**src/pkg/bsc_pkg.sv**
```systemverilog
// Purpose: shared constants and carriers for the bit-skip/call/clear execute block
// Assumes: 12-bit instruction words, 8-bit data path, 11-bit program counter
// Notes:   opcode patterns and field positions for bsc_exec live here only
package bsc_pkg;

  localparam int INSN_W = 12;
  localparam int DATA_W = 8;
  localparam int PC_W   = 11;
  localparam int FADR_W = 5;

  // opcode classes
  localparam logic [3:0]  OPC_SKIP_SET  = 4'h7;
  localparam logic [3:0]  OPC_CALL      = 4'h9;
  localparam logic [6:0]  OPC_CLR_FILE  = 7'h03;
  localparam logic [11:0] OPC_CLR_ACC   = 12'h040;

  // field positions
  localparam int OP_HI    = 11;
  localparam int OP_LO    = 8;
  localparam int CLEAR_FILE_REG_OP_LO  = 5;
  localparam int BIT_HI   = 7;
  localparam int BIT_LO   = 5;
  localparam int FADR_HI  = 4;
  localparam int IMM_HI   = 7;
  localparam int STAT_PG_HI = 6;
  localparam int STAT_PG_LO = 5;

  localparam logic [DATA_W-1:0] DATA_ZERO = 8'h00;
  localparam logic [PC_W-1:0]   PC_ONE    = 11'h001;
  localparam logic [PC_W-1:0]   PC_RESET  = 11'h000;

  // one-cycle write request to the register file
  typedef struct packed {
    logic              en;
    logic [FADR_W-1:0] addr;
    logic [DATA_W-1:0] data;
  } bsc_file_wr_t;

  // one-cycle push request to the return stack
  typedef struct packed {
    logic            en;
    logic [PC_W-1:0] addr;
  } bsc_push_t;

  typedef enum logic [1:0] {
    BSC_EXEC  = 2'b00,
    BSC_FLUSH = 2'b01
  } bsc_state_t;

endpackage

```
**src/logic/bsc_exec.sv**
```systemverilog
// Purpose: execute stage for skip-if-set, call, clear-file and clear-accumulator
// Assumes: file_rd_data is the byte at insn[4:0], valid in the cycle insn_valid is high
// Notes:   other opcodes are ignored here; the surrounding core executes them
// Notes on behaviour
// RL1: opcode 0111 tests bit b of file f; skip next instruction when it is one.
// RL2: taken skip discards prefetched word, runs a no-op: two cycles, else one.
// RL3: call opcode 1001 pushes program counter plus one onto the return stack.
// RL4: call loads pc[7:0]=k, pc[10:9]=status[6:5], pc[8]=0.
// RL5: call takes two cycles and changes no status flag.
// RL6: clear-file zeroes file f, clear-accumulator zeroes accumulator; both set zero flag.
`timescale 1ns/1ps
module bsc_exec
  import bsc_pkg::*;
(
  input  wire logic              clk,
  input  wire logic              srst,
  input  wire logic              insn_valid,
  input  wire logic [INSN_W-1:0] insn,
  input  wire logic [PC_W-1:0]   pc,
  input  wire logic [DATA_W-1:0] file_rd_data,
  input  wire logic [DATA_W-1:0] status,
  output bsc_file_wr_t           file_wr,
  output bsc_push_t              stack_push,
  output logic                   pc_load,
  output logic [PC_W-1:0]        pc_target,
  output logic                   acc_clear,
  output logic                   zero_set,
  output logic                   discard,
  output logic                   busy
);

  // sequencer state
  bsc_state_t                     state_r;
  bsc_state_t                     state_nxt;

  // registered outputs and their next values
  bsc_file_wr_t                   file_wr_r;
  bsc_file_wr_t                   file_wr_nxt;
  bsc_push_t                      push_r;
  bsc_push_t                      push_nxt;
  logic                           pc_load_r;
  logic                           pc_load_nxt;
  logic [PC_W-1:0]                pc_target_r;
  logic [PC_W-1:0]                pc_target_nxt;
  logic                           acc_clear_r;
  logic                           acc_clear_nxt;
  logic                           zero_set_r;
  logic                           zero_set_nxt;
  logic                           discard_r;
  logic                           discard_nxt;
  logic                           busy_r;
  logic                           busy_nxt;

  // upper opcode nibble, shared by the skip and call decodes
  function automatic logic [OP_HI-OP_LO:0] op_nibble(
    input logic [INSN_W-1:0] word
  );
    return word[OP_HI:OP_LO];
  endfunction

  // seven-bit prefix that marks the clear-file class
  function automatic logic [OP_HI-CLEAR_FILE_REG_OP_LO:0] clr_prefix(
    input logic [INSN_W-1:0] word
  );
    return word[OP_HI:CLEAR_FILE_REG_OP_LO];
  endfunction

  // raw opcode class matches, before the flush gate
  wire                            flushing;
  wire                            live;
  wire                            op_skip;
  wire                            op_call;
  wire                            op_clear_file_reg_op;
  wire                            op_clear_accumulator_op;

  // an instruction arriving during the flush cycle is the discarded prefetch
  assign flushing = (state_r == BSC_FLUSH);
  assign live     = insn_valid && !flushing;
  assign op_skip  = (op_nibble(insn) == OPC_SKIP_SET);                   // [RL1]
  assign op_call  = (op_nibble(insn) == OPC_CALL);                       // [RL3]
  assign op_clear_file_reg_op  = (clr_prefix(insn) == OPC_CLR_FILE);                  // [RL6]
  assign op_clear_accumulator_op  = (insn == OPC_CLR_ACC);                               // [RL6]

  // accepted instructions
  wire                            is_skip;
  wire                            is_call;
  wire                            is_clear_file_reg_op;
  wire                            is_clear_accumulator_op;

  assign is_skip = live && op_skip;
  assign is_call = live && op_call;
  assign is_clear_file_reg_op = live && op_clear_file_reg_op;
  assign is_clear_accumulator_op = live && op_clear_accumulator_op;

  // operand fields
  wire [BIT_HI-BIT_LO:0]          bsel;
  wire [FADR_W-1:0]               fsel;
  wire [IMM_HI:0]                 imm;
  wire [STAT_PG_HI-STAT_PG_LO:0]  page;

  assign bsel = insn[BIT_HI:BIT_LO];
  assign fsel = insn[FADR_HI:0];
  assign imm  = insn[IMM_HI:0];
  assign page = status[STAT_PG_HI:STAT_PG_LO];

  // skip and call consequences
  wire                            bit_is_set;
  wire                            skip_take;
  wire                            flush_req;
  wire [PC_W-1:0]                 call_tgt;
  wire [PC_W-1:0]                 ret_addr;

  assign bit_is_set = file_rd_data[bsel];                                // [RL1]
  assign skip_take  = is_skip && bit_is_set;                             // [RL1]
  // both taken skip and call spend one extra cycle flushing the prefetch
  assign flush_req  = skip_take || is_call;                              // [RL2] [RL5]
  // page bits fill the top, bit 8 is forced low
  assign call_tgt   = {page, 1'b0, imm};                                 // [RL4]
  // wraps at the top of program space, as the counter itself does
  assign ret_addr   = pc + PC_ONE;                                       // [RL3]

  // next values
  assign state_nxt     = flush_req ? BSC_FLUSH : BSC_EXEC;               // [RL2] [RL5]
  assign busy_nxt      = flush_req;                                      // [RL2] [RL5]
  assign file_wr_nxt   = '{en: is_clear_file_reg_op, addr: fsel, data: DATA_ZERO};    // [RL6]
  assign push_nxt      = '{en: is_call, addr: ret_addr};                 // [RL3]
  assign pc_load_nxt   = is_call;                                        // [RL4]
  // target is refreshed every cycle; it only matters alongside pc_load
  assign pc_target_nxt = call_tgt;                                       // [RL4]
  assign acc_clear_nxt = is_clear_accumulator_op;                                        // [RL6]
  // a call leaves the flags alone
  assign zero_set_nxt  = is_clear_file_reg_op || is_clear_accumulator_op;                             // [RL6] [RL5]
  assign discard_nxt   = flush_req;                                      // [RL2]

  always_ff @(posedge clk) begin
    if (srst) begin
      state_r <= BSC_EXEC;
    end else begin
      state_r <= state_nxt;
    end
  end

  // busy has its own flop so the port is not a decode of the state
  always_ff @(posedge clk) begin
    if (srst) begin
      busy_r <= 1'b0;
    end else begin
      busy_r <= busy_nxt;
    end
  end

  always_ff @(posedge clk) begin
    if (srst) begin
      file_wr_r <= '0;
    end else begin
      file_wr_r <= file_wr_nxt;
    end
  end

  always_ff @(posedge clk) begin
    if (srst) begin
      push_r <= '0;
    end else begin
      push_r <= push_nxt;
    end
  end

  always_ff @(posedge clk) begin
    if (srst) begin
      pc_load_r <= 1'b0;
    end else begin
      pc_load_r <= pc_load_nxt;
    end
  end

  always_ff @(posedge clk) begin
    if (srst) begin
      pc_target_r <= PC_RESET;
    end else begin
      pc_target_r <= pc_target_nxt;
    end
  end

  always_ff @(posedge clk) begin
    if (srst) begin
      acc_clear_r <= 1'b0;
    end else begin
      acc_clear_r <= acc_clear_nxt;
    end
  end

  always_ff @(posedge clk) begin
    if (srst) begin
      zero_set_r <= 1'b0;
    end else begin
      zero_set_r <= zero_set_nxt;
    end
  end

  always_ff @(posedge clk) begin
    if (srst) begin
      discard_r <= 1'b0;
    end else begin
      discard_r <= discard_nxt;
    end
  end

  // every port comes straight from a flop
  assign file_wr    = file_wr_r;
  assign stack_push = push_r;
  assign pc_load    = pc_load_r;
  assign pc_target  = pc_target_r;
  assign acc_clear  = acc_clear_r;
  assign zero_set   = zero_set_r;
  assign discard    = discard_r;
  assign busy       = busy_r;

endmodule

```
**config.mk**
```make
export PLATFORM = sky130hd
export DESIGN_NAME = bsc_exec
export DESIGN_NICKNAME = d
export VERILOG_FILES = /design/src/pkg/bsc_pkg.sv /design/src/logic/bsc_exec.sv
export SDC_FILE = /design/constraint.sdc
export NUM_CORES = 1
export LEC_CHECK = 0
export ABC_AREA = 1
export BUFFER_PORTS_ARGS = -buffer_cell sky130_fd_sc_hd__buf_2
export CAP_MARGIN = 20
export CORE_MARGIN = 5
export CORE_UTILIZATION = 35
export CTS_CLUSTER_SIZE = 8
export DETAILED_ROUTE_END_ITERATION = 10
export PLACE_DENSITY = 0.73
export SLEW_MARGIN = 40
export SYNTH_ARGS = -nofsm -noshare
export SYNTH_HDL_FRONTEND = slang
export SYNTH_SLANG_ARGS = --single-unit
```
**constraint.sdc**
```tcl
create_clock -name clk -period 1 [get_ports clk]
set_clock_uncertainty 0.1 [all_clocks]
set_input_delay 0.2 -clock clk [delete_from_list [all_inputs] [get_ports clk]]
set_output_delay 0.2 -clock clk [all_outputs]
set_load 0.05 [all_outputs]
```
==> results of run 1 <==
-- Yosys cell counts (all sizes together) --
cell,instances,share of area (%)
a21oi,4,1.7
buf,18,11
conb,1,0.32
dfxtp,26,45
ha,1,1.1
inv,23,7.4
nand2,30,9.9
nand3,12,5.2
nand3b,1,0.65
nand4,3,1.6
nor2,30,10
nor3,4,1.7
o21a,2,1.3
o21ai,1,0.43
xnor2,1,0.75
xor2,2,1.5
-- cell usage in the layout, fill, tap and decap left out --
cell type / count
nor3_2: 3
buf_4: 9
nor3_1: 1
inv_2: 1
buf_2: 35
conb_1: 9
nor2_1: 28
dfxtp_4: 7
dfxtp_2: 19
nand3_1: 12
nor2_2: 1
o21a_1: 2
nand2_2: 2
clkbuf_4: 3
buf_6: 8
buf_8: 25
xnor2_1: 1
nand2_1: 28
nand4_1: 3
a21oi_1: 4
o21ai_0: 1
nor2_4: 1
inv_1: 22
dlygate4sd3_1: 7
xor2_1: 2
clkbuf_8: 1
nand3b_1: 1
ha_1: 1
-- through the flow --
step | area, um2 | TNS, ns
2_1_floorplan | 1220 | 0
3_3_place_gp | 1550 | -0.638
3_5_place_dp | 1550 | -0.719
4_1_cts | 1980 | -4.44
5_1_grt | 2000 | -5.44
6_report | 2000 | -4.06
-- kinds of logic after synthesis --
logic type                 after synthesis  synth area share, %
xor gates and xnor gates                 3                 2.26
AOI/OAI and AO/OA                        7                 3.45
and+or+nand+nor                         80                 29.4
buffers and inverters                   41                 18.6
adders and majority gates                1                 1.08
DFF                                     26                 44.8
other                                    1                0.323
-- flip-flops by register name, summed over array words and instances, names as in the netlist --
signal	flops
acc_clear	1
discard	1
file_wr	5
pc_load	1
pc_target	6
stack_push	11
zero_set	1
-- power breakdown --
part / total, uW / internal (uW) / switching [uW]
clock: 516 / 222 / 293
combinational: 747 / 291 / 457
sequential: 1120 / 1080 / 36.4
total: 2380 / 1600 / 786
-- metal layers --
metal  share of wire [%]  routed length, um  global-route usage (%)
met3                 9.7                293                    2.16
met5                   0                  0                       0
met1                  38               1140                    14.2
met4                 1.1                 34                    4.56
met2                  51               1560                    25.3
-- tightest hold or removal path, delay by kind of cell --
kind                   cells  cell delay, ns
buffers and inverters      1            0.12
and+or+nand+nor            1            0.06
AOI/OAI and AO/OA          1            0.05
-- area by class of cell --
type | instances | area, um2
Fill cell | 285 | 1280
Timing Repair Buffer | 84 | 778
Sequential cell | 26 | 571
Multi-Input combinational cell | 100 | 474
Inverter | 23 | 86.3
Tap cell | 46 | 57.6
Clock buffer | 4 | 36.3
-- how the worst min path moves through the flow --
stage               endpoint  depth (start not counted)
4_1_cts        stack_push[4]                          2
5_1_grt        stack_push[9]                          3
2_1_floorplan  stack_push[0]                          1
3_3_place_gp    pc_target[9]                          3
3_5_place_dp    pc_target[9]                          3
6_report       stack_push[9]                          3
-- timing repair --
action | CTS | global route
resized for setup | 109 | 6
setup buffers | 0 | 0
hold buffers | 7 | 0
setup endpoints to repair | 35 | 37
hold endpoints to repair | 7 | 0
pin swaps | 2 | 1
==> flow_summary.yaml, run 1 <==
run_status:
  status: "finished, violations left"
  violations: "negative setup slack"
layout:
  area_delta_synth_final_pct: 72.5
  final_cells: 283
  num_antenna_cells: 0
  nNetsFinal: 281
  drive_gt1_share_pct: 48.5
  fin_util_pct: 61.0
detailed_routing:
  vias: 1190
  drt_iter0_drc: 46
  wl_per_cell_um: 10.7
  drt_wl_total_um: 3030
  drc: 0
  ant_nets: 0
  dr.pass1.iters: 4
  viasPerCell: 4.20
sta:
  rsz0062_at_grt: "true"
  max_freq_ghz: 0.870
  fin_crit_sh_pct: 115
  min_period_ns: 1.15
  whs_ns: 0.0406
  finalSetupViolations: 33
  finalHoldViolCount: 0
  slew_violations: 0
  postLayoutSetupSlackWorst_ns: -0.150
critical_path:
  worstPathRequired_ns: 0.70
  cp_num_cells: 1
  cp_slowest_cell: "dfxtp_4"
  r2r-start: "discard"
  path_delay_family: "flip-flops"
  regToRegEndpoint: "acc_clear"
  startpoint: "discard"
  cp-end-kind: "output pin"
  arrival_ns: 0.85
  crit_path_end: "discard"
  crit_chain: "buf_6"
  critPathKind: "reg -> out"
  critPathMaxFanout: 3
  slowest_delay_ns: 0.38
  ff2ff_setup_slack_ns: 0
  start_kind: "register"
  path_buf_inv: 1
  worst-r2r-cell-count: 5
job:
  cap_violations: 0
power_and_ir_drop:
  power.leakage_uw: 0.00102
  ir_worst_vdd_v: 0.000517
  power_per_cell_area_nw_per_um2: 1190
  finalPower_uw: 2380
floorplanning:
  rows: 21
  design.core.area_um2: 3280
  die_area_um2: 4570
  ios: 84
  die_h_um: 67.6
  start_util_pct: 35.4
  die_w_um: 67.6
global_route:
  grt_overflow: 0
  antenna_found_initial: 0
  grt_pass1_vias: 1097
  grt_max_degree: 15
  grtUsageTotal_pct: 13.1
  grt_pass1_wl_um: 4550
clock_network:
  cts.sinks: 26
  cts_root_buffer: "clkbuf_4"
  cts.reportedPaths.clkPinSlew_ns: 0.13
  h-tree-depth: 1
  cts_buffers: 3
  cts_tree: "built"
  clkLatencyLatePin_ns: 0.31
  cts.path.max_buffers: 2
synth:
  ys_ff_latch: 26
  avgSynthCellArea_um2: 7.30
  yosysWarnings: 0
  yosysSeqAreaShare_pct: 44.8
  synth_area_um2: 1160
  synth_cells: 159
  synth_cell_type_count: 20
placed_design:
  hpwl_um: 2190
  port_buffers: 68
  gp_congestion: 0.842
  placedCellCount: 272
  dp_slack_ns: -0.143
hold_path:
  hp-start: "pc[9]"
  hold_class: "in -> reg"
Note: power is estimated with default switching activity, not from simulation.
==> run 2, diff against run 1 <==
--- a/config.mk
+++ b/config.mk
@@ -8,6 +8,7 @@
 export ABC_AREA = 1
 export BUFFER_PORTS_ARGS = -buffer_cell sky130_fd_sc_hd__buf_2
 export CAP_MARGIN = 20
+export CORE_ASPECT_RATIO = 0.9
 export CORE_MARGIN = 5
 export CORE_UTILIZATION = 35
 export CTS_CLUSTER_SIZE = 8
==> run 2 against run 1 <==
  * Worst setup slack improved by 0.062 ns
  * Combinational power increased by 0.7%
  * Global-route usage increased by 1.1 points
  * Hold slack improved by 0.012 ns
  * Register-to-register slack about the same
  * Clock-buffer cell count unchanged
  * Sequential power about the same
  * Design area unchanged
  * Maximum frequency increased by 5.7%
  * Die area about the same
  * Clock power increased by 26%
  * The run still ends with negative setup slack left
==> flow_summary.yaml, run 2 (synthesis results as in run 1) <==
floorplanning:
  rows: 19
  die_w_um: 70.7
  ios: 84
  design.core.area_um2: 3110
  die_h_um: 64.6
  die_area_um2: 4570
  start_util_pct: 37.3
clock_network:
  holdBufCountCts: 0
  cts.reportedPaths.clkPinSlew_ns: 0.08
  cts.sinks: 26
  h-tree-depth: 1
  cts_tree: "built"
  cts.path.max_buffers: 2
  clkLatencyLatePin_ns: 0.26
  cts_root_buffer: "clkbuf_8"
  cts_buffers: 3
critical_path:
  r2r-start: "discard"
  crit_path_end: "discard"
  cp-end-kind: "output pin"
  crit_chain: "buf_8"
  critPathMaxFanout: 3
  path_buf_inv: 1
  regToRegEndpoint: "discard"
  worst-r2r-cell-count: 5
  critPathKind: "reg -> out"
  worstPathRequired_ns: 0.70
  startpoint: "discard"
  ff2ff_setup_slack_ns: -0.01
  slowest_delay_ns: 0.38
  cp_num_cells: 1
  arrival_ns: 0.79
  start_kind: "register"
  cp_slowest_cell: "dfxtp_4"
  path_delay_family: "flip-flops"
sta:
  postLayoutSetupSlackWorst_ns: -0.0877
  setup_tns_ns: -1.89
  fin_crit_sh_pct: 109
  slew_violations: 0
  finalSetupViolations: 34
  finalHoldViolCount: 0
  max_freq_ghz: 0.919
  min_period_ns: 1.09
  rsz0062_at_grt: "true"
global_route:
  grt_max_degree: 15
  grt_pass1_vias: 1211
  grtUsageTotal_pct: 14.2
  grt_pass1_wl_um: 5250
  antenna_found_initial: 0
  grt_overflow: 0
power_and_ir_drop:
  power.leakage_uw: 0.00101
  power_per_cell_area_nw_per_um2: 1260
  ir_worst_vdd_v: 0.000610
  finalPower_uw: 2530
placed_design:
  port_buffers: 68
  gp_congestion: 0.811
  placed_area_um2: 1570
  placedCellCount: 271
  hpwl_um: 2390
detailed_routing:
  vias: 1212
  viasPerCell: 4.41
  drt_iter0_drc: 54
  drc: 0
  dr.pass1.iters: 4
  drt_wl_total_um: 3340
  wl_per_cell_um: 12.2
  ant_nets: 0
layout:
  largest_register_ffs: 11
  final_cell_mix: "34 x buf_2, 30 x buf_8, 28 x nand2_1, 28 x nor2_1, 22 x inv_1"
  final_cells: 275
  nNetsFinal: 277
  final_area_um2: 2000
  fin_util_pct: 64.3
  area_delta_synth_final_pct: 72.5
  drive_gt1_share_pct: 51.1
  num_antenna_cells: 0
  final_common_cell: "buf_2"
run_status:
  status: "finished, violations left"
  violations: "negative setup slack"
job:
  cap_violations: 0
hold_path:
  hold_class: "in -> reg"
==> run 2: how the worst min path moves through the flow <==
stage                         start            end  slack, ns  depth (start not counted)
after CTS                 status[6]  pc_target[10]       0.03                          3
after global routing      status[6]  pc_target[10]       0.07                          3
after detailed placement  status[6]  pc_target[10]       0.31                          3
final                     status[6]  pc_target[10]       0.05                          3
after global placement    status[5]   pc_target[9]       0.30                          3
after floorplan               pc[0]  stack_push[0]       0.17                          1
==> run 2: layout make-up <==
type / count / area, um2
multi-input cells: 100 / 487
repair buffers: 80 / 752
well taps: 42 / 52.6
fillers: 255 / 1110
clock buffers: 4 / 55.1
flip-flops and latches: 26 / 571
inverters: 23 / 86.3
==> run 2: through the flow <==
step	setup WS [ns]	hold WS, ns
4_1_cts	-0.0876	0.0268
5_1_grt	-0.108	0.0693
3_5_place_dp	-0.153	0.309
2_1_floorplan	0.00365	0.172
3_3_place_gp	-0.133	0.304
6_report	-0.0877	0.0528
==> run 2: report_power, final <==
| part | total (uW) | switching [uW] | leakage [uW] | internal (uW) |
|---|---|---|---|---|
| Clock | 650 | 300 | 0.0000288 | 351 |
| Combinational | 752 | 462 | 0.000760 | 290 |
| Sequential | 1120 | 41.2 | 0.000226 | 1080 |
| Total | 2530 | 803 | 0.00101 | 1720 |
==> run 2: repair_timing <==
item | CTS | global route
setup buffers | 0 | 0
endpoints found under the setup margin | 35 | 39
pin swaps | 2 | 3
resized for setup | 104 | 19
==> run 2: per-layer routing <==
layer  up-vias  wire, um  track usage [%]
met5         -         0                0
met4         0        65             6.10
met3         6       318             2.63
met2        64      1730             26.6
met1       534      1230             15.6
li1        608         -                -
==> run 3, diff against run 2 <==
--- a/config.mk
+++ b/config.mk
@@ -18,3 +18,4 @@
 export SYNTH_ARGS = -nofsm -noshare
 export SYNTH_HDL_FRONTEND = slang
 export SYNTH_SLANG_ARGS = --single-unit
+export TNS_END_PERCENT = 5
==> run 3 against run 2 <==
  * The flow still finishes with violations (negative setup slack)
  * Sequential share of layout area grew 1.0 points
  * Total power down 3.7%
  * Worst setup slack lost 0.0042 ns
  * Utilization shrank 3.9 points
  * Sequential cell count unchanged
  * First-iteration DRC count rose by 11%
  * Critical path depth stayed put
  * Largest power group unchanged
==> flow_summary.yaml, run 3 (synthesis results as in run 1) <==
global_route:
  grtUsageTotal_pct: 12.5
  antenna_found_initial: 0
  grt_pass1_vias: 1118
  grt_overflow: 0
  grt_max_degree: 15
  grt_pass1_wl_um: 4700
critical_path:
  arrival_ns: 0.79
  path_buf_inv: 1
  cp_slowest_cell: "dfxtp_2"
  regToRegEndpoint: "discard"
  worstPathRequired_ns: 0.70
  start_kind: "register"
  path_delay_family: "flip-flops"
  cp-end-kind: "output pin"
  r2r-start: "discard"
  worst-r2r-cell-count: 5
  ff2ff_setup_slack_ns: -0.01
  slowest_delay_ns: 0.37
  crit_chain: "buf_6"
  critPathKind: "reg -> out"
  cp_num_cells: 1
  critPathMaxFanout: 2
layout:
  drive_gt1_share_pct: 49.8
  num_antenna_cells: 0
  fillers: 278
  final_cell_mix: "35 x buf_2, 29 x nand2_1, 28 x nor2_1"
  final_cells: 273
  largest_register_ffs: 11
  nNetsFinal: 275
  final_common_cell: "buf_2"
  area_delta_synth_final_pct: 62.1
clock_network:
  clkLatencyLatePin_ns: 0.26
  cts_root_buffer: "clkbuf_8"
  cts_setup_buffers: 0
  cts.path.max_buffers: 2
  h-tree-depth: 1
  cts_buffers: 3
  cts.reportedPaths.clkPinSlew_ns: 0.09
  holdBufCountCts: 0
  cts.sinks: 26
  cts_tree: "built"
sta:
  rsz0062_at_grt: "true"
  min_period_ns: 1.09
  finalSetupViolations: 34
  slew_violations: 0
  max_freq_ghz: 0.916
  postLayoutSetupSlackWorst_ns: -0.0919
  setup_tns_ns: -1.93
  finalHoldViolCount: 0
  fin_crit_sh_pct: 109
  whs_ns: 0.0328
power_and_ir_drop:
  pwr-share-seq_pct: 46.3
  power_per_cell_area_nw_per_um2: 1290
  p_sw_share_pct: 32.8
  internal_power_uw: 1640
  power.net_switching_uw: 797
  clkPwrFrac_pct: 24.5
  ir_worst_vdd_v: 0.000654
  power.leakage_uw: 0.000979
  p_comb_share_pct: 29.2
run_status:
  violations: "negative setup slack"
  status: "finished, violations left"
floorplanning:
  design.core.area_um2: 3110
  die_w_um: 70.7
  start_util_pct: 37.3
  die_h_um: 64.6
  ios: 84
  rows: 19
  die_area_um2: 4570
hold_path:
  hold_class: "in -> reg"
  hp-start: "status[5]"
  worstHoldEndpoint: "pc_target[9]"
  holdPathStages: 3
placed_design:
  hpwl_um: 2310
  dp_slack_ns: -0.171
  gp_congestion: 0.778
  placedCellCount: 269
  port_buffers: 68
detailed_routing:
  wl_per_cell_um: 11.2
  drt_iter0_drc: 60
  dr.pass1.iters: 2
  vias: 1168
  ant_nets: 0
  drc: 0
  viasPerCell: 4.28
  drt_wl_total_um: 3070
job:
  cap_violations: 0
-- run 3: changes by cell type in the layout (fill, tap and decap cells not counted) --
cell / delta
dfxtp_4: -6
clkbuf_1: +1
nand2_2: -1
inv_1: -1
dfxtp_2: +6
buf_4: -1
inv_2: +1
nand2_1: +1
buf_2: +1
buf_8: -15
ha_4: -1
ha_1: +1
buf_6: +13
clkbuf_8: -1
-- run 3: layout make-up --
type / instances / area, um2 / area share (%)
Clock buffer: 4 / 45.0 / 2.39
Inverter: 23 / 86.3 / 4.59
Multi-Input combinational cell: 100 / 472 / 25.1
Sequential cell: 26 / 556 / 29.5
Tap cell: 42 / 52.6 / 2.79
Timing Repair Buffer: 78 / 671 / 35.6
-- run 3: stage by stage --
| stage | power (uW) | utilization (%) | instance area (um2) |
|---|---|---|---|
| finish | 2430 | 60.4 | 1880 |
| global route | 2540 | 60.4 | 1880 |
| CTS | 2420 | 58.9 | 1830 |
| detailed placement | 1730 | 49.5 | 1540 |
| global placement | 1730 | 49.5 | 1540 |
| floorplan | 1580 | - | 1200 |
-- run 3: worst max-delay path by stage --
stage                      start            end  slack [ns]
finish              pc_target[4]    file_wr[12]       -0.09
global route             discard           busy       -0.12
CTS                      discard           busy       -0.09
detailed placement         pc[0]  stack_push[8]       -0.17
global placement           pc[0]  stack_push[8]       -0.13
floorplan             file_wr[8]   pc_target[0]       -0.02
-- run 3: power groups by stage --
stage          combinational, uW  sequential, uW  clock, uW
2_1_floorplan                278            1300          0
3_5_place_dp                 608            1120          0
5_1_grt                      755            1130        650
3_3_place_gp                 604            1120          0
4_1_cts                      690            1120        606
6_report                     710            1130        595
-- run 3: timing repair --
| item | 4_1_cts | 5_1_grt |
|---|---|---|
| pin swaps | 0 | 0 |
| hold endpoints to repair | 0 | 0 |
| setup endpoints to repair | 34 | 38 |
| gates resized for setup | 90 | 13 |
-- run 3: per-layer routing --
metal  wire, um  global-route usage, %  vias to the layer above
li1           -                      -                      604
met2       1560                   23.6                       54
met1       1190                   13.2                      510
met4          0                   3.76                        0
met5          0                      0                        -
met3        315                   3.86                        0
